<file path="src/pmic_regs_pkg.sv">
// constants shared by the switch and recovery register bank
package pmic_regs_pkg;
    // ****************************************
    // register offsets
    // ****************************************
    localparam logic [7:0] LDO_VOLTAGE_SELECT_OFS          = 8'h04;
    localparam logic [7:0] SWITCH_PULLDOWN_CONTROL_OFS     = 8'h05;
    localparam logic [7:0] MAXRAIL_RECOVERY_THRESHOLDS_OFS = 8'h06;
    localparam logic [7:0] ALARM_AND_INTERCONNECT_OFS      = 8'h07;

    // ****************************************
    // field positions
    // ****************************************
    localparam int LDO_CODE_MSB     = 4;
    localparam int BANDGAP_EN_BIT   = 5;
    localparam int PD_FAST_BIT      = 0;
    localparam int PD_SERIAL_BIT    = 1;
    localparam int PD_BBSW2_BIT     = 2;
    localparam int PD_MAXRAIL_BIT   = 3;
    localparam int PD_REGSW1_BIT    = 4;
    localparam int PD_REGSW2_BIT    = 5;
    localparam int PD_BBSW1_BIT     = 6;
    localparam int PD_BATTERY_BIT   = 7;
    localparam int RISE_LSB         = 0;
    localparam int FALL_LSB         = 3;
    localparam int MAXRAIL_ON_BIT   = 6;
    localparam int MAXRAIL_OFF_BIT  = 7;
    localparam int TIE_SW_BIT       = 0;
    localparam int SEL_BB_BIT       = 1;
    localparam int OT_LIVE_BIT      = 2;
    localparam int UV_LIVE_BIT      = 3;
    localparam int OT_MASK_BIT      = 4;
    localparam int UV_MASK_BIT      = 5;
    localparam int OT_LATCH_BIT     = 6;
    localparam int UV_LATCH_BIT     = 7;

    // ****************************************
    // codes and power-up values
    // ****************************************
    localparam logic [4:0] LDO_CODE_RESERVED = 5'h1f;
    localparam logic [5:0] LDO_RESET         = 6'h12;
    localparam logic [7:0] PULLDOWN_RESET    = 8'hc2;
    localparam logic [7:0] RECOVERY_RESET    = 8'h18;
    localparam logic [1:0] INTERCONNECT_RESET = 2'h0;
    localparam logic       UV_MASK_RESET     = 1'b0;
    localparam logic       OT_MASK_RESET     = 1'b1;
endpackage

</file>
<file path="src/alarm_if.sv">
// alarm signals between the register bank and the alarm unit
interface alarm_if;
    logic uv_mask;
    logic ot_mask;
    logic rd_clear;
    logic uv_latch;
    logic ot_latch;
    logic uv_live;
    logic ot_live;
    logic alarm;

    modport bank (output uv_mask, output ot_mask, output rd_clear,
                  input uv_latch, input ot_latch, input uv_live, input ot_live, input alarm);
    modport unit (input uv_mask, input ot_mask, input rd_clear,
                  output uv_latch, output ot_latch, output uv_live, output ot_live,
                  output alarm);
endinterface

</file>
<file path="src/alarm_unit.sv">
// recovery hysteresis, alarm latches and alarm pin
module alarm_unit
(
    // clock and reset
    input  wire logic core_clk,
    input  wire logic rst_sync_b,
    // comparator and sensor levels
    input  wire logic below_fall_cmp,
    input  wire logic above_rise_cmp,
    input  wire logic overtemp_cmp,
    // to the register bank
    alarm_if.unit     al
);
    logic recovery_alarm_r;
    logic uv_latch_r;
    logic ot_latch_r;
    logic ot_live_r;
    logic alarm_r;
    logic uv_event;
    logic ot_event;

    // ****************************************
    // hysteresis
    // ****************************************
    // falling trip dominates so a glitchy rising compare never masks a brown-out
    always_ff @(posedge core_clk or negedge rst_sync_b)
    begin
        if (!rst_sync_b)
            recovery_alarm_r <= 1'b0;
        else if (below_fall_cmp)
            recovery_alarm_r <= 1'b1;
        else if (above_rise_cmp)
            recovery_alarm_r <= 1'b0;
    end

    always_ff @(posedge core_clk or negedge rst_sync_b)
    begin
        if (!rst_sync_b)
            ot_live_r <= 1'b0;
        else
            ot_live_r <= overtemp_cmp;
    end

    // ****************************************
    // latches
    // ****************************************
    assign uv_event = below_fall_cmp && !recovery_alarm_r;
    assign ot_event = overtemp_cmp && !ot_live_r;

    // set beats the read clear in the same cycle
    always_ff @(posedge core_clk or negedge rst_sync_b)
    begin
        if (!rst_sync_b)
        begin
            uv_latch_r <= 1'b0;
            ot_latch_r <= 1'b0;
        end
        else
        begin
            uv_latch_r <= uv_event || (uv_latch_r && !al.rd_clear);
            ot_latch_r <= ot_event || (ot_latch_r && !al.rd_clear);
        end
    end

    always_ff @(posedge core_clk or negedge rst_sync_b)
    begin
        if (!rst_sync_b)
            alarm_r <= 1'b0;
        else
            alarm_r <= (recovery_alarm_r && !al.uv_mask) || (ot_latch_r && !al.ot_mask);
    end

    assign al.uv_latch = uv_latch_r;
    assign al.ot_latch = ot_latch_r;
    assign al.uv_live  = recovery_alarm_r;
    assign al.ot_live  = ot_live_r;
    assign al.alarm    = alarm_r;
endmodule

</file>
<file path="src/pmic_switch_recovery_regs.sv">
// configuration and alarm register bank of the power switches and recovery comparator
module pmic_switch_recovery_regs
(
    // clock and reset
    input  wire logic       core_clk,
    input  wire logic       rst_b,
    // register access
    input  wire logic [7:0] reg_addr,
    input  wire logic       reg_wr,
    input  wire logic       reg_rd,
    input  wire logic [7:0] reg_wdata,
    output logic      [7:0] reg_rdata,
    // analog status
    input  wire logic       below_fall_cmp,
    input  wire logic       above_rise_cmp,
    input  wire logic       overtemp_cmp,
    // ldo control
    output logic      [4:0] ldo_level_code,
    output logic            bandgap_en,
    // pulldown and turn-on
    output logic            pd_battery_switch_en,
    output logic            pd_bbsw1_en,
    output logic            pd_regsw2_en,
    output logic            pd_regsw1_en,
    output logic            pd_maxrail_switch_en,
    output logic            pd_bbsw2_en,
    output logic            pd_serial_pins_en,
    output logic            fast_turnon,
    // max rail and thresholds
    output logic            maxrail_off_ctl,
    output logic            maxrail_on_ctl,
    output logic      [2:0] falling_threshold_code,
    output logic      [2:0] rising_threshold_code,
    // interconnect and alarm
    output logic            select_from_buckboost_en,
    output logic            regulator_tie_switch_en,
    output logic            alarm_out
);
    logic [1:0] rst_pipe_r;
    logic       rst_sync_b;
    logic [5:0] ldo_r;
    logic [7:0] pd_r;
    logic [7:0] rec_r;
    logic [1:0] sw_r;
    logic       uv_mask_r;
    logic       ot_mask_r;
    logic [7:0] rdata_r;
    logic [7:0] alarm_view;
    logic       wr_ldo;
    logic       wr_pd;
    logic       wr_rec;
    logic       wr_alarm;

    alarm_if al ();

    function automatic logic hit(input logic [7:0] addr, input logic [7:0] ofs);
        hit = (addr == ofs);
    endfunction

    // ****************************************
    // reset release
    // ****************************************
    always_ff @(posedge core_clk or negedge rst_b)
    begin
        if (!rst_b)
            rst_pipe_r <= 2'h0;
        else
            rst_pipe_r <= {rst_pipe_r[0], 1'b1};
    end
    assign rst_sync_b = rst_pipe_r[1];

    // ****************************************
    // write decode
    // ****************************************
    assign wr_ldo   = reg_wr && hit(reg_addr, pmic_regs_pkg::LDO_VOLTAGE_SELECT_OFS);
    assign wr_pd    = reg_wr && hit(reg_addr, pmic_regs_pkg::SWITCH_PULLDOWN_CONTROL_OFS);
    assign wr_rec   = reg_wr && hit(reg_addr, pmic_regs_pkg::MAXRAIL_RECOVERY_THRESHOLDS_OFS);
    assign wr_alarm = reg_wr && hit(reg_addr, pmic_regs_pkg::ALARM_AND_INTERCONNECT_OFS);

    // ****************************************
    // registers
    // ****************************************
    // reserved code kept out: it would drop the rail far below the table
    always_ff @(posedge core_clk or negedge rst_sync_b)
    begin
        if (!rst_sync_b)
            ldo_r <= pmic_regs_pkg::LDO_RESET;
        else if (wr_ldo)
        begin
            ldo_r[pmic_regs_pkg::BANDGAP_EN_BIT] <= reg_wdata[pmic_regs_pkg::BANDGAP_EN_BIT];
            if (reg_wdata[pmic_regs_pkg::LDO_CODE_MSB:0] != pmic_regs_pkg::LDO_CODE_RESERVED)
                ldo_r[pmic_regs_pkg::LDO_CODE_MSB:0] <=
                    reg_wdata[pmic_regs_pkg::LDO_CODE_MSB:0];
        end
    end

    always_ff @(posedge core_clk or negedge rst_sync_b)
    begin
        if (!rst_sync_b)
            pd_r <= pmic_regs_pkg::PULLDOWN_RESET;
        else if (wr_pd)
            pd_r <= reg_wdata;
    end

    always_ff @(posedge core_clk or negedge rst_sync_b)
    begin
        if (!rst_sync_b)
            rec_r <= pmic_regs_pkg::RECOVERY_RESET;
        else if (wr_rec)
            rec_r <= reg_wdata;
    end

    always_ff @(posedge core_clk or negedge rst_sync_b)
    begin
        if (!rst_sync_b)
        begin
            sw_r      <= pmic_regs_pkg::INTERCONNECT_RESET;
            uv_mask_r <= pmic_regs_pkg::UV_MASK_RESET;
            ot_mask_r <= pmic_regs_pkg::OT_MASK_RESET;
        end
        else if (wr_alarm)
        begin
            sw_r      <=
                reg_wdata[pmic_regs_pkg::SEL_BB_BIT:pmic_regs_pkg::TIE_SW_BIT];
            uv_mask_r <= reg_wdata[pmic_regs_pkg::UV_MASK_BIT];
            ot_mask_r <= reg_wdata[pmic_regs_pkg::OT_MASK_BIT];
        end
    end

    // ****************************************
    // read path
    // ****************************************
    always_comb
    begin
        alarm_view = 8'h00;
        alarm_view[pmic_regs_pkg::UV_LATCH_BIT] = al.uv_latch;
        alarm_view[pmic_regs_pkg::OT_LATCH_BIT] = al.ot_latch;
        alarm_view[pmic_regs_pkg::UV_MASK_BIT]  = uv_mask_r;
        alarm_view[pmic_regs_pkg::OT_MASK_BIT]  = ot_mask_r;
        alarm_view[pmic_regs_pkg::UV_LIVE_BIT]  = al.uv_live;
        alarm_view[pmic_regs_pkg::OT_LIVE_BIT]  = al.ot_live;
        alarm_view[pmic_regs_pkg::SEL_BB_BIT:pmic_regs_pkg::TIE_SW_BIT] = sw_r;
    end

    // unmapped offsets read as zero
    always_ff @(posedge core_clk or negedge rst_sync_b)
    begin
        if (!rst_sync_b)
            rdata_r <= 8'h00;
        else if (reg_rd)
        begin
            if (hit(reg_addr, pmic_regs_pkg::LDO_VOLTAGE_SELECT_OFS))
                rdata_r <= {2'h0, ldo_r};
            else if (hit(reg_addr, pmic_regs_pkg::SWITCH_PULLDOWN_CONTROL_OFS))
                rdata_r <= pd_r;
            else if (hit(reg_addr, pmic_regs_pkg::MAXRAIL_RECOVERY_THRESHOLDS_OFS))
                rdata_r <= rec_r;
            else if (hit(reg_addr, pmic_regs_pkg::ALARM_AND_INTERCONNECT_OFS))
                rdata_r <= alarm_view;
            else
                rdata_r <= 8'h00;
        end
    end
    assign reg_rdata = rdata_r;

    assign al.uv_mask  = uv_mask_r;
    assign al.ot_mask  = ot_mask_r;
    assign al.rd_clear = reg_rd &&
        hit(reg_addr, pmic_regs_pkg::ALARM_AND_INTERCONNECT_OFS);

    alarm_unit u_alarm
    (
        .core_clk       (core_clk),
        .rst_sync_b     (rst_sync_b),
        .below_fall_cmp (below_fall_cmp),
        .above_rise_cmp (above_rise_cmp),
        .overtemp_cmp   (overtemp_cmp),
        .al             (al)
    );

    // ****************************************
    // control outputs
    // ****************************************
    assign ldo_level_code       = ldo_r[pmic_regs_pkg::LDO_CODE_MSB:0];
    assign bandgap_en           = ldo_r[pmic_regs_pkg::BANDGAP_EN_BIT];
    assign pd_battery_switch_en = pd_r[pmic_regs_pkg::PD_BATTERY_BIT];
    assign pd_bbsw1_en          = pd_r[pmic_regs_pkg::PD_BBSW1_BIT];
    assign pd_regsw2_en         = pd_r[pmic_regs_pkg::PD_REGSW2_BIT];
    assign pd_regsw1_en         = pd_r[pmic_regs_pkg::PD_REGSW1_BIT];
    assign pd_maxrail_switch_en = pd_r[pmic_regs_pkg::PD_MAXRAIL_BIT];
    assign pd_bbsw2_en          = pd_r[pmic_regs_pkg::PD_BBSW2_BIT];
    assign pd_serial_pins_en    = pd_r[pmic_regs_pkg::PD_SERIAL_BIT];
    assign fast_turnon          = pd_r[pmic_regs_pkg::PD_FAST_BIT];
    assign maxrail_off_ctl      = rec_r[pmic_regs_pkg::MAXRAIL_OFF_BIT];
    assign maxrail_on_ctl       = rec_r[pmic_regs_pkg::MAXRAIL_ON_BIT];
    // plain binary codes, so code 6 is 110 and the steps stay monotonic
    assign falling_threshold_code = rec_r[pmic_regs_pkg::FALL_LSB +: 3];
    assign rising_threshold_code  = rec_r[pmic_regs_pkg::RISE_LSB +: 3];
    assign select_from_buckboost_en = sw_r[pmic_regs_pkg::SEL_BB_BIT];
    assign regulator_tie_switch_en  = sw_r[pmic_regs_pkg::TIE_SW_BIT];
    assign alarm_out              = al.alarm;
endmodule

</file>
<file path="config.mk">
export PLATFORM = sky130hd
export DESIGN_NAME = pmic_switch_recovery_regs
export DESIGN_NICKNAME = d
export VERILOG_FILES = /design/src/pmic_regs_pkg.sv /design/src/alarm_if.sv /design/src/alarm_unit.sv /design/src/pmic_switch_recovery_regs.sv
export SDC_FILE = /design/constraint.sdc
export NUM_CORES = 1
export LEC_CHECK = 0
export ABC_AREA = 1
export BUFFER_PORTS_ARGS = -buffer_cell sky130_fd_sc_hd__buf_2
export CORE_ASPECT_RATIO = 1.25
export CORE_MARGIN = 2
export CORE_UTILIZATION = 45
export CTS_CLUSTER_DIAMETER = 120
export CTS_CLUSTER_SIZE = 40
export DETAILED_ROUTE_END_ITERATION = 16
export GPL_TIMING_DRIVEN = 0
export PLACE_DENSITY = 0.71
export SYNTH_ARGS = -nofsm -noshare
export SYNTH_HDL_FRONTEND = slang
export SYNTH_HIERARCHICAL = 1
export SYNTH_SLANG_ARGS = --single-unit
</file>
<file path="constraint.sdc">
create_clock -name core_clk -period 1.4 [get_ports core_clk]
set_clock_uncertainty 0.1 [all_clocks]
set_input_delay 0.14 -clock core_clk [delete_from_list [all_inputs] [get_ports core_clk]]
set_output_delay 0.14 -clock core_clk [all_outputs]
set_load 0.01 [all_outputs]
</file>
; Yosys cells after proc, flatten, opt, wreduce, memory -nomap -nowiden
; Index checks and enable logic that the tools add are counted.
[op_classes]
n_eq_ne = 5
mux = 6
n_reduce_logical = 21
[ops]
columns = cell, n
row1 = "equality test 8 x 3 -> 1 bit, second input constant", 4
row2 = two-way mux 8 bit, 4
row3 = logical AND 1 bit, 11
row4 = zero test 1 bit, 5
row5 = "!= test 5 bit, second input constant", 1
row6 = logical OR 1 bit, 3
row7 = two-way mux 1 bit, 2
row8 = AND reduction 2 bit, 1
row9 = nonzero test 2 bit, 1
[word_totals]
register_bits = 41
input_bits = 23
output_inout_bits = 33

; Longest topological paths before layout
; Gate-level depths: netlist of the first run.
[logic_depth]
word_depth = 5
ltp_mapped = 9
ltp_nobuf = 9

; Modules after synthesis
; The synthesis of the first run kept the hierarchy.
[by_module_without_submodules]
columns = module, instances, cells_each, area_each_um2, seq_area_each_um2
row1 = pmic_switch_recovery_regs, 1, 222, 1971.9, 910.9
row2 = alarm_unit, 1, 23, 192.7, 125.1

; Worst setup path before layout of the first run
; OpenSTA, ideal clock, no wires.
[synth_path]
kind = in2reg
startpoint = in reg_addr[5]
endpoint = reg ldo_r[0]
arrival_time_ns = 0.856
setup_slack_ns = 0.324
stages = 8
n_path_buf = 0
cell_sequence = nor2_2 nand2_4 clkinv_8 nand2_4 nor2_8 nand2_4 nand2_1 o21ai_2
[synth_via]
elab_chain_cells = 3
[synth_rtl]
columns = item, line_no
row1 = "start, declared", pmic_switch_recovery_regs.sv:8  ; input wire logic [7:0] reg_addr,
row2 = equality test 8 x 3 -> 1 bit, pmic_switch_recovery_regs.sv:57  ; hit = (addr == ofs);
row3 = logical AND 1 bit, pmic_switch_recovery_regs.sv:75  ; assign wr_ldo = reg_wr && hit(reg_addr, pmic_regs_pkg::LDO_VOLTAGE_SELECT_OFS);
row4 = AND reduction 2 bit (no source line), -
row5 = "end signal, assigned", pmic_switch_recovery_regs.sv:87  ; ldo_r <= pmic_regs_pkg::LDO_RESET;
row6 = "end signal, assigned by index", pmic_switch_recovery_regs.sv:90  ; ldo_r[pmic_regs_pkg::BANDGAP_EN_BIT] <= reg_wdata[pmic_regs_pkg::BANDGAP_EN_BIT];
row7 = "end signal, assigned by index", pmic_switch_recovery_regs.sv:92  ; ldo_r[pmic_regs_pkg::LDO_CODE_MSB:0] <=
row8 = "end, declared", pmic_switch_recovery_regs.sv:41  ; logic [5:0] ldo_r;
; Every way passes these cells.
; A chain may end at the register's enable or synchronous reset.

; Final worst setup path of the first run
[layout_path]
startpoint = in reg_wdata[4]
endpoint = reg ldo_r[3]
[layout_via]
elab_chain_cells = 2
[layout_rtl]
columns = item, line_no
row1 = "start, declared", pmic_switch_recovery_regs.sv:11  ; input wire logic [7:0] reg_wdata,
row2 = != test 5 bit, pmic_switch_recovery_regs.sv:91  ; if (reg_wdata[pmic_regs_pkg::LDO_CODE_MSB:0] != pmic_regs_pkg::LDO_CODE_RESERVED)
row3 = AND reduction 2 bit (no source line), -
; Every way passes these cells.

==> results.py, run 1 <==
metrics = {
    "worst_setup_path": {
        "cp_slowest_cell": "dlygate4sd3_1",
        "critPathLaunch": "reg_wdata[4]",
        "r2r_start": "ldo_r[4]",
        "cp-end-kind": "register",
        "path_max_fanout": 5,
        "cp_slowest_stage_delay_ns": 0.53,
        "critPathLaunchType": "input port",
        "path_buf_inv": 3,
        "crit_required_ns": 1.48,
        "worstPathArrival_ns": 1.39,
        "critPathKind": "input port to register",
        "crit_chain": "dlygate4sd3_1, buf_2, inv_2, nor3_2, nand3_1, nand2_2, nand2_1, o21ai_1",
        "critPathTopFamily": "buffers and inverters",
    },
    "synthesis": {
        "yosys.cell_types.count": 24,
        "yosys-top-cells-area": "dfrtp_1 38%, nand2_1 14%, dfstp_2 9.7%, o21ai_2 7.3%, nand3_1 5.8%",
        "synth_edf_count": 0,
        "syn-num-nets": 268,
        "syn_inst": 245,
        "avgSynthCellArea_sq_um": 8.84,
        "synth.largest_area_cell": "dfrtp_1",
        "synth_common_cells": "80 x nand2_1, 33 x dfrtp_1, 28 x inv_1",
        "yosysMostFrequentCell": "nand2_1",
        "yosysWarnings": 6,
        "netlist_area_sq_mm": 0.00216,
        "ys_seq_area_share_pct": 47.9,
        "ys_seq_elements": 41,
        "synth_top_area_share_pct": 38.2,
        "async_flop_share_pct": 100,
        "synthFlopType": "dfrtp_1",
    },
    "finish": {
        "drive_above_1_share_pct": 38.3,
        "fin_nets": 338,
        "area_growth_pct": 25.5,
        "final_area_sq_mm": 0.00272,
        "fin_cells": 376,
        "diodes": 0,
    },
    "flow_run": {
        "drv_cap": 0,
    },
    "global_routing": {
        "antenna_found_initial": 0,
        "grt_pass1_wl_um": 7890,
        "grt_max_degree": 40,
        "grt_overflow": 0,
        "grtUsageTotal_pct": 19.2,
        "first_global_vias": 1718,
    },
    "die": {
        "dieArea_sq_mm": 0.00538,
        "initial_core_util_pct": 46.1,
        "die_height_um": 81.5,
        "ios": 56,
        "die_w_um": 66.0,
        "num_rows": 28,
        "core_sq_mm": 0.00469,
    },
    "placed_design": {
        "place_ws_ns": 0.0775,
        "placed_cells": 360,
        "port_buffers": 55,
        "postPlaceCellArea_sq_mm": 0.00252,
        "dp_hpwl_um": 3540,
        "gp_congestion": 0.811,
    },
    "clocking": {
        "h-tree-depth": 2,
        "cts.clk_slew.worst_paths_ns": 0.08,
        "cts_num_sinks": 41,
        "clk_latency_ns": 0.29,
        "cts_root_buffer": "clkbuf_8",
        "cts_max_path_buffers": 2,
        "numCtsBuffers": 5,
        "cts_tree": "built",
    },
    "routing": {
        "drt_iter0_drc": 69,
        "wl_um": 4640,
        "ant_nets": 0,
        "wl_per_cell_um": 12.3,
        "vias_per_cell": 4.76,
        "drc_errors": 0,
        "via_count": 1789,
        "drt-pass1-iter-count": 6,
    },
    "worst_hold_path": {
        "worstHoldStart": "above_rise_cmp",
        "hold_path_class": "input port to register",
    },
    "pwr": {
        "p_leak_nw": 1.50,
        "peakVddDrop_v": 0.000618,
        "pwr_density_cell_mw_per_mm2": 953,
    },
    "timing": {
        "rsz0062_at_grt": "no",
        "finalHoldViolCount": 1,
        "max_slew_margin_pct": 42.9,
        "setup_tns_ns": 0,
        "timing.final.ws_setup_ns": 0.0916,
        "worstMarginPinSlew_ns": 0.857,
        "period_needed_ns": 1.31,
        "setup_viol": 0,
        "fin_crit_sh_pct": 93.5,
        "drv_slew": 0,
        "timing.fmax_ghz": 0.764,
        "whs_ns": -0.0229,
    },
    "outcome": {
        "status": "finished with violations",
        "violations": "hold timing",
    },
}
[worst register-to-register path: stages, from the launching register on]
cell and delay [ns]:
dfstp_2 0.54, inv_1 0.04, o21ai_0 0.20, nand2_1 0.08
nand2_1 0.06
[power breakdown]
part	internal, mW	switching, mW
Combinational	0.124	0.174
Clock	0.579	0.407
Sequential	1.25	0.0580
[sequential cells by signal, summed over array words and instances, names as in the netlist, 2 cells and up]
register / cells
ldo_r: 6
pd_r: 8
rec_r: 8
reg_rdata: 8
rst_pipe_r: 2
sw_r: 2
[layout by cell type, fill, tap and decap left out, drive strengths merged]
| cell type | instances |
|---|---|
| o21ai | 32 |
| clkinv | 1 |
| buf | 59 |
| nor2 | 15 |
| conb | 1 |
| nor3 | 3 |
| nand2 | 89 |
| dfstp | 8 |
| bufinv | 2 |
| inv | 31 |
| dlygate4sd3 | 7 |
| dfrtp | 33 |
| clkinvlp | 1 |
| clkbuf | 7 |
| nand3 | 27 |
[logic make-up after synthesis]
group	Yosys count	share of synthesized area, %
compound gates	32	10.5
simple gates	133	32.3
buf+inv	38	9.13
other cells	1	0.173
flops	41	47.9
[area by class of cell]
cell class | count | area, sq um
timing repair buffer | 62 | 345
clock buffer | 6 | 82.6
tap | 60 | 75.1
fill | 437 | 1980
sequential | 41 | 1040
multi-input combinational | 167 | 942
inverter | 33 | 153
clock inverter | 2 | 37.5
buffer | 5 | 45.0
[routing by layer]
metal	vias up	part of all wire (%)	global-route usage, %
met1	831	43	24.1
li1	911	-	-
met5	-	0	0
met3	9	3.9	3.29
met4	0	1.5	5.51
met2	38	51	33.9
[path summary, 6_finish.rpt]
| path | slack, ns | end | depth (start not counted) |
|---|---|---|---|
| max in group asynchronous | 0.38 | u_alarm/al.alarm | 0 |
| worst max-delay path | 0.09 | ldo_r[3] | 8 |
| worst min-delay path | -0.02 | u_alarm/al.uv_live | 4 |
| worst max register to register | 0.32 | reg_rdata[4] | 4 |
| min in group asynchronous | 0.05 | rst_pipe_r[0] | 2 |
| worst min register to register | 0.26 | rst_pipe_r[1] | 0 |
[stage by stage]
| stage | total power [mW] | utilization, % |
|---|---|---|
| floorplan | 1.49 | - |
| global placement | 1.61 | 53.6 |
| detailed placement | 1.61 | 53.6 |
| CTS | 2.62 | 57.9 |
| global route | 2.71 | 57.9 |
| finish | 2.59 | 57.9 |
[repair_timing]
action                                  CTS  global route
buffers inserted                          0             0
endpoints found under the setup margin    0             6
resized for setup                         0             2
endpoints found under the hold margin    10             0
hold buffers                              8             0
Power figures use the tool's default switching activity.
==> run 2: changes to the inputs <==
--- a/config.mk
+++ b/config.mk
@@ -5,7 +5,7 @@
 export SDC_FILE = /design/constraint.sdc
 export NUM_CORES = 1
 export LEC_CHECK = 0
-export ABC_AREA = 1
+export ABC_AREA = 0
 export BUFFER_PORTS_ARGS = -buffer_cell sky130_fd_sc_hd__buf_2
 export CORE_ASPECT_RATIO = 1.25
 export CORE_MARGIN = 2
@@ -14,7 +14,7 @@
 export CTS_CLUSTER_SIZE = 40
 export DETAILED_ROUTE_END_ITERATION = 16
 export GPL_TIMING_DRIVEN = 0
-export PLACE_DENSITY = 0.71
+export PLACE_DENSITY = 0.74
 export SYNTH_ARGS = -nofsm -noshare
 export SYNTH_HDL_FRONTEND = slang
 export SYNTH_HIERARCHICAL = 1
==> results.py, run 2 <==
metrics = {
    "timing": {
        "fin_crit_sh_pct": 122,
        "finalHoldViolCount": 1,
        "worstMarginPinSlew_ns": 0.843,
        "drv_slew": 0,
        "rsz0062_at_grt": "yes",
        "max_slew_margin_pct": 43.8,
        "timing.final.ws_setup_ns": -0.303,
        "timing.fmax_ghz": 0.587,
        "setup_viol": 36,
        "whs_ns": -0.000185,
        "period_needed_ns": 1.70,
    },
    "routing": {
        "wl_um": 4160,
        "wl_per_cell_um": 16.2,
        "drt-pass1-iter-count": 4,
        "vias_per_cell": 5.13,
        "drt_iter0_drc": 41,
        "ant_nets": 0,
        "drc_errors": 0,
        "via_count": 1318,
    },
    "worst_hold_path": {
        "hold_path_depth": 2,
        "worstHoldStart": "reg_rd",
        "hold_path_class": "input port to register",
        "holdPathEnd": "reg_rdata[3]",
    },
    "global_routing": {
        "grt_pass1_wl_um": 6760,
        "grt_overflow": 0,
        "antenna_found_initial": 0,
        "grt_max_degree": 40,
        "first_global_vias": 1406,
        "grtUsageTotal_pct": 21.2,
    },
    "pwr": {
        "p_clk_share_pct": 38.8,
        "p_leak_nw": 1.23,
        "pwr_density_cell_mw_per_mm2": 1030,
        "combPwrFrac_pct": 9.6,
        "peakVddDrop_v": 0.00127,
        "seqPwrFrac_pct": 51.6,
        "power.switching_mw": 0.555,
        "p_int_mw": 1.95,
        "p_sw_share_pct": 22.1,
    },
    "die": {
        "ios": 56,
        "dieArea_sq_mm": 0.00447,
        "die_height_um": 74.3,
        "initial_core_util_pct": 47.0,
        "core_sq_mm": 0.00378,
        "num_rows": 25,
        "die_w_um": 60.2,
    },
    "placed_design": {
        "port_buffers": 55,
        "place_ws_ns": -0.805,
        "placed_cells": 234,
        "dp_hpwl_um": 2940,
        "gp_congestion": 0.760,
    },
    "worst_setup_path": {
        "worst-r2r-cell-count": 3,
        "critPathLaunchType": "input port",
        "critPathTopFamily": "simple AND/OR/NAND/NOR gates",
        "r2r_start": "u_alarm/al.uv_live",
        "r2r-end": "u_alarm/al.uv_live",
        "cp-end-kind": "register",
        "path_max_fanout": 4,
        "crit_chain": "buf_6, or4b_4, or4_4, a31oi_4, mux2_4",
        "crit_required_ns": 1.47,
        "path_buf_inv": 1,
        "worstPathArrival_ns": 1.78,
        "cp_slowest_cell": "or4b_4",
        "cp_slowest_stage_delay_ns": 0.53,
        "r2r_slack_ns": 0.09,
        "critPathKind": "input port to register",
    },
    "synthesis": {
        "syn_inst": 125,
        "yosysWarnings": 6,
        "avgSynthCellArea_sq_um": 14.2,
        "synth_edf_count": 0,
        "synth.largest_area_cell": "dfrtp_1",
        "yosys.cell_types.count": 29,
        "synthFlopType": "dfrtp_1",
        "ys_seq_area_share_pct": 58.3,
        "ys_seq_elements": 41,
        "async_flop_share_pct": 100,
        "yosysMostFrequentCell": "dfrtp_1",
        "netlist_area_sq_mm": 0.00178,
        "synth_common_cells": "33 x dfrtp_1, 26 x mux2_2, 12 x inv_1",
        "synth_top_area_share_pct": 46.4,
        "syn-num-nets": 148,
        "yosys-top-cells-area": "dfrtp_1 46%, mux2_2 16%, dfstp_2 12%, mux4_2 7.6%, inv_1 2.5%",
    },
    "clocking": {
        "clk_latency_ns": 0.29,
        "h-tree-depth": 2,
        "cts_root_buffer": "clkbuf_8",
        "numCtsBuffers": 5,
        "cts.clk_slew.worst_paths_ns": 0.08,
        "cts_max_path_buffers": 2,
        "cts_num_sinks": 41,
        "cts_tree": "built",
    },
    "finish": {
        "final_common_cell": "buf_2",
        "most-common-layout-cells": "54 x buf_2, 32 x dfrtp_1, 23 x mux2_2, 12 x inv_1, 8 x dfstp_2",
        "fin_cells": 257,
        "area_growth_pct": 36.9,
        "fin_nets": 225,
        "diodes": 0,
        "drive_above_1_share_pct": 61.1,
        "fillers": 293,
    },
    "outcome": {
        "violations": "hold timing, setup timing",
        "status": "finished with violations",
    },
    "flow_run": {
        "drv_cap": 0,
    },
}
-- run 2: repair_timing --
action,4_1_cts,5_1_grt
hold endpoints to repair,8,0
pin swaps,4,2
hold buffers,6,0
setup buffers,8,1
setup endpoints to repair,28,35
gates resized for setup,10,7
-- run 2: cell type report --
type                    instances  area (sq um)  share of cell area, %
repair buffers                 70           430                   17.7
well taps                      54          67.6                   2.77
flip-flops and latches         41          1040                   42.6
plain buffers                   4          23.8                  0.976
clock buffers                   7          86.3                   3.55
clock inverters                 1          30.0                   1.23
multi-input cells              67           711                   29.2
inverters                      13          48.8                   2.00
-- run 2: kinds of logic (layout without fill, tap and decap cells) --
logic type | Yosys count | in the layout | synth area share (%)
compound gates | 17 | 17 | 7.25
mux | 32 | 32 | 24.1
other cells | 1 | 1 | 0.211
simple gates | 17 | 17 | 6.55
buf+inv | 17 | 95 | 3.66
flops | 41 | 41 | 58.3
-- run 2: worst max-delay path by stage --
| stage | startpoint | endpoint | depth (start not counted) |
|---|---|---|---|
| 2_1_floorplan | reg_addr[5] | ldo_r[0] | 4 |
| 3_3_place_gp | reg_addr[5] | ldo_r[0] | 5 |
| 3_5_place_dp | reg_addr[5] | rec_r[0] | 5 |
| 4_1_cts | reg_addr[3] | ldo_r[0] | 5 |
| 5_1_grt | reg_addr[3] | ldo_r[0] | 5 |
| 6_report | reg_addr[3] | ldo_r[0] | 5 |
-- run 2: stage by stage --
stage | cell area [sq um] | utilization (%) | power, mW | setup TNS [ns]
after floorplan | 1800 | - | 1.42 | -8.74
after global placement | 2140 | 56.5 | 1.52 | -25.16
after detailed placement | 2140 | 56.6 | 1.53 | -19.16
after CTS | 2420 | 64.0 | 2.53 | -5.02
after global routing | 2430 | 64.3 | 2.61 | -7.30
final | 2430 | 64.3 | 2.51 | -6.00
-- run 2: power by group through the flow --
stage	Clock (mW)	Combinational (mW)	Sequential [mW]
after floorplan	0	0.0952	1.32
after global placement	0	0.209	1.31
after detailed placement	0	0.216	1.32
after CTS	0.995	0.238	1.29
after global routing	1.05	0.261	1.30
final	0.974	0.241	1.29
-- run 2: routing by layer --
metal / GRT usage (%) / part of all wire (%) / vias up
met4: 9.88 / 1.7 / 0
met2: 34.8 / 54 / 39
met5: 0 / 0 / -
met3: 6.26 / 4.0 / 7
met1: 25.5 / 40 / 658
li1: - / - / 614
==> run 3: changes to the inputs <==
--- a/config.mk
+++ b/config.mk
@@ -6,15 +6,16 @@
 export NUM_CORES = 1
 export LEC_CHECK = 0
 export ABC_AREA = 0
-export BUFFER_PORTS_ARGS = -buffer_cell sky130_fd_sc_hd__buf_2
 export CORE_ASPECT_RATIO = 1.25
 export CORE_MARGIN = 2
 export CORE_UTILIZATION = 45
 export CTS_CLUSTER_DIAMETER = 120
 export CTS_CLUSTER_SIZE = 40
 export DETAILED_ROUTE_END_ITERATION = 16
+export DONT_BUFFER_PORTS = 1
 export GPL_TIMING_DRIVEN = 0
-export PLACE_DENSITY = 0.74
+export PLACE_DENSITY = 0.61
+export SETUP_SLACK_MARGIN = 0.05
 export SYNTH_ARGS = -nofsm -noshare
 export SYNTH_HDL_FRONTEND = slang
 export SYNTH_HIERARCHICAL = 1
==> results.py, run 3 (synthesis gave the netlist of run 2 again) <==
metrics = {
    "die": {
        "num_rows": 25,
        "ios": 56,
        "core_sq_mm": 0.00378,
        "die_w_um": 60.2,
        "initial_core_util_pct": 47.0,
        "dieArea_sq_mm": 0.00447,
        "die_height_um": 74.3,
    },
    "timing": {
        "worstMarginPinSlew_ns": 0.823,
        "finalHoldViolCount": 0,
        "fin_crit_sh_pct": 122,
        "rsz0062_at_grt": "yes",
        "timing.fmax_ghz": 0.585,
        "period_needed_ns": 1.71,
        "timing.final.ws_setup_ns": -0.310,
        "setup_viol": 28,
        "max_slew_margin_pct": 45.1,
        "drv_slew": 0,
    },
    "finish": {
        "area_growth_pct": 27.0,
        "final_area_sq_mm": 0.00226,
        "drive_above_1_share_pct": 48.7,
        "diodes": 0,
        "most-common-layout-cells": "31 x dfrtp_1, 23 x mux2_2, 15 x dlygate4sd3_1, 12 x inv_1, 8 x dfstp_2",
        "fin_nets": 178,
        "fillers": 319,
        "final_common_cell": "dfrtp_1",
    },
    "global_routing": {
        "top_usage_layer": "met2",
        "antenna_found_initial": 0,
        "use_met1_pct": 22.2,
        "grt_pass1_wl_um": 5930,
        "first_global_vias": 1170,
        "grtUsageMet3_pct": 6.26,
        "grt_max_degree": 40,
        "grt_overflow": 0,
        "grtUsageTotal_pct": 18.5,
        "use_met2_pct": 31.6,
    },
    "placed_design": {
        "port_buffers": 0,
        "postPlaceCellArea_sq_mm": 0.00187,
        "place_ws_ns": -0.723,
        "gp_congestion": 0.744,
        "dp_hpwl_um": 2640,
    },
    "worst_setup_path": {
        "worstPathArrival_ns": 1.78,
        "path_buf_inv": 0,
        "crit_chain": "or4b_4, or4_4, a31oi_4, mux2_4",
        "cp_slowest_stage_delay_ns": 0.53,
        "critPathKind": "input port to register",
        "critPathTopFamily": "simple AND/OR/NAND/NOR gates",
        "crit_required_ns": 1.47,
        "cp-end-kind": "register",
        "critPathLaunchType": "input port",
        "path_max_fanout": 5,
        "cp_slowest_cell": "or4_4",
    },
    "outcome": {
        "violations": "setup timing",
        "status": "finished with violations",
    },
    "pwr": {
        "pwr_density_cell_mw_per_mm2": 1090,
        "p_leak_nw": 0.992,
        "peakVddDrop_v": 0.000652,
    },
    "routing": {
        "wl_um": 3790,
        "vias_per_cell": 5.48,
        "drt_iter0_drc": 38,
        "drc_errors": 0,
        "ant_nets": 0,
        "drt-pass1-iter-count": 4,
        "via_count": 1151,
        "wl_per_cell_um": 18.1,
    },
    "clocking": {
        "cts.clk_slew.worst_paths_ns": 0.08,
        "h-tree-depth": 2,
        "numCtsBuffers": 5,
        "cts_max_path_buffers": 2,
        "clk_latency_ns": 0.29,
        "cts_root_buffer": "clkbuf_8",
        "cts_tree": "built",
        "cts_num_sinks": 41,
    },
    "flow_run": {
        "drv_cap": 0,
    },
    "worst_hold_path": {
        "hold_path_class": "input port to register",
    },
}
run 3: through the flow:
step	hold WS, ns	power [mW]	setup TNS (ns)	utilization [%]	instances
floorplan	-0.256	1.42	-8.74	-	125
global placement	-0.256	1.45	-22.24	49.3	179
detailed placement	-0.256	1.45	-16.33	49.3	179
CTS	0.0121	2.48	-4.20	57.4	206
global route	0.0229	2.57	-5.44	59.7	210
finish	0.0235	2.46	-4.18	59.7	210
run 3: timing repair:
item | in CTS | in global routing
gates resized for setup | 2 | 18
setup buffers | 4 | 4
endpoints found under the hold margin | 38 | 0
hold buffers | 15 | 0
pin swaps | 3 | 10
endpoints found under the setup margin | 28 | 35
run 3: worst paths after layout:
check / startpoint / slack [ns] / cells past startpoint / end
max reg2reg: u_alarm/al.uv_live / 0.07 / 3 / u_alarm/al.uv_live
max in group asynchronous: rst_pipe_r[1] / 0.36 / 0 / pd_r[4]
min in group asynchronous: rst_pipe_r[1] / 0.27 / 0 / rec_r[2]
min: reg_wdata[3] / 0.02 / 2 / ldo_r[4]
min reg2reg: rst_pipe_r[0] / 0.26 / 0 / rst_pipe_r[1]
max: reg_addr[3] / -0.31 / 4 / ldo_r[0]
run 3: area by class of cell:
| type | count | area, sq um | share of cell area (%) |
|---|---|---|---|
| clock inverters | 2 | 37.5 | 1.66 |
| multi-input cells | 67 | 738 | 32.7 |
| plain buffers | 4 | 23.8 | 1.05 |
| flip-flops and latches | 41 | 1040 | 46.0 |
| well taps | 54 | 67.6 | 2.99 |
| clock buffers | 6 | 82.6 | 3.66 |
| inverters | 13 | 48.8 | 2.16 |
| repair buffers | 23 | 221 | 9.81 |
run 3: where the power goes:
part	internal (mW)	switching, mW	leakage [nW]	total, mW
combinational	0.103	0.0624	0.422	0.165
clock	0.580	0.401	0.0574	0.981
sequential	1.24	0.0774	0.512	1.32
run 3: metal layers:
metal | vias up | part of all wire (%)
li1 | 517 | -
met1 | 590 | 39
met2 | 39 | 53
met3 | 5 | 6.5
met4 | 0 | 1.0
met5 | - | 0
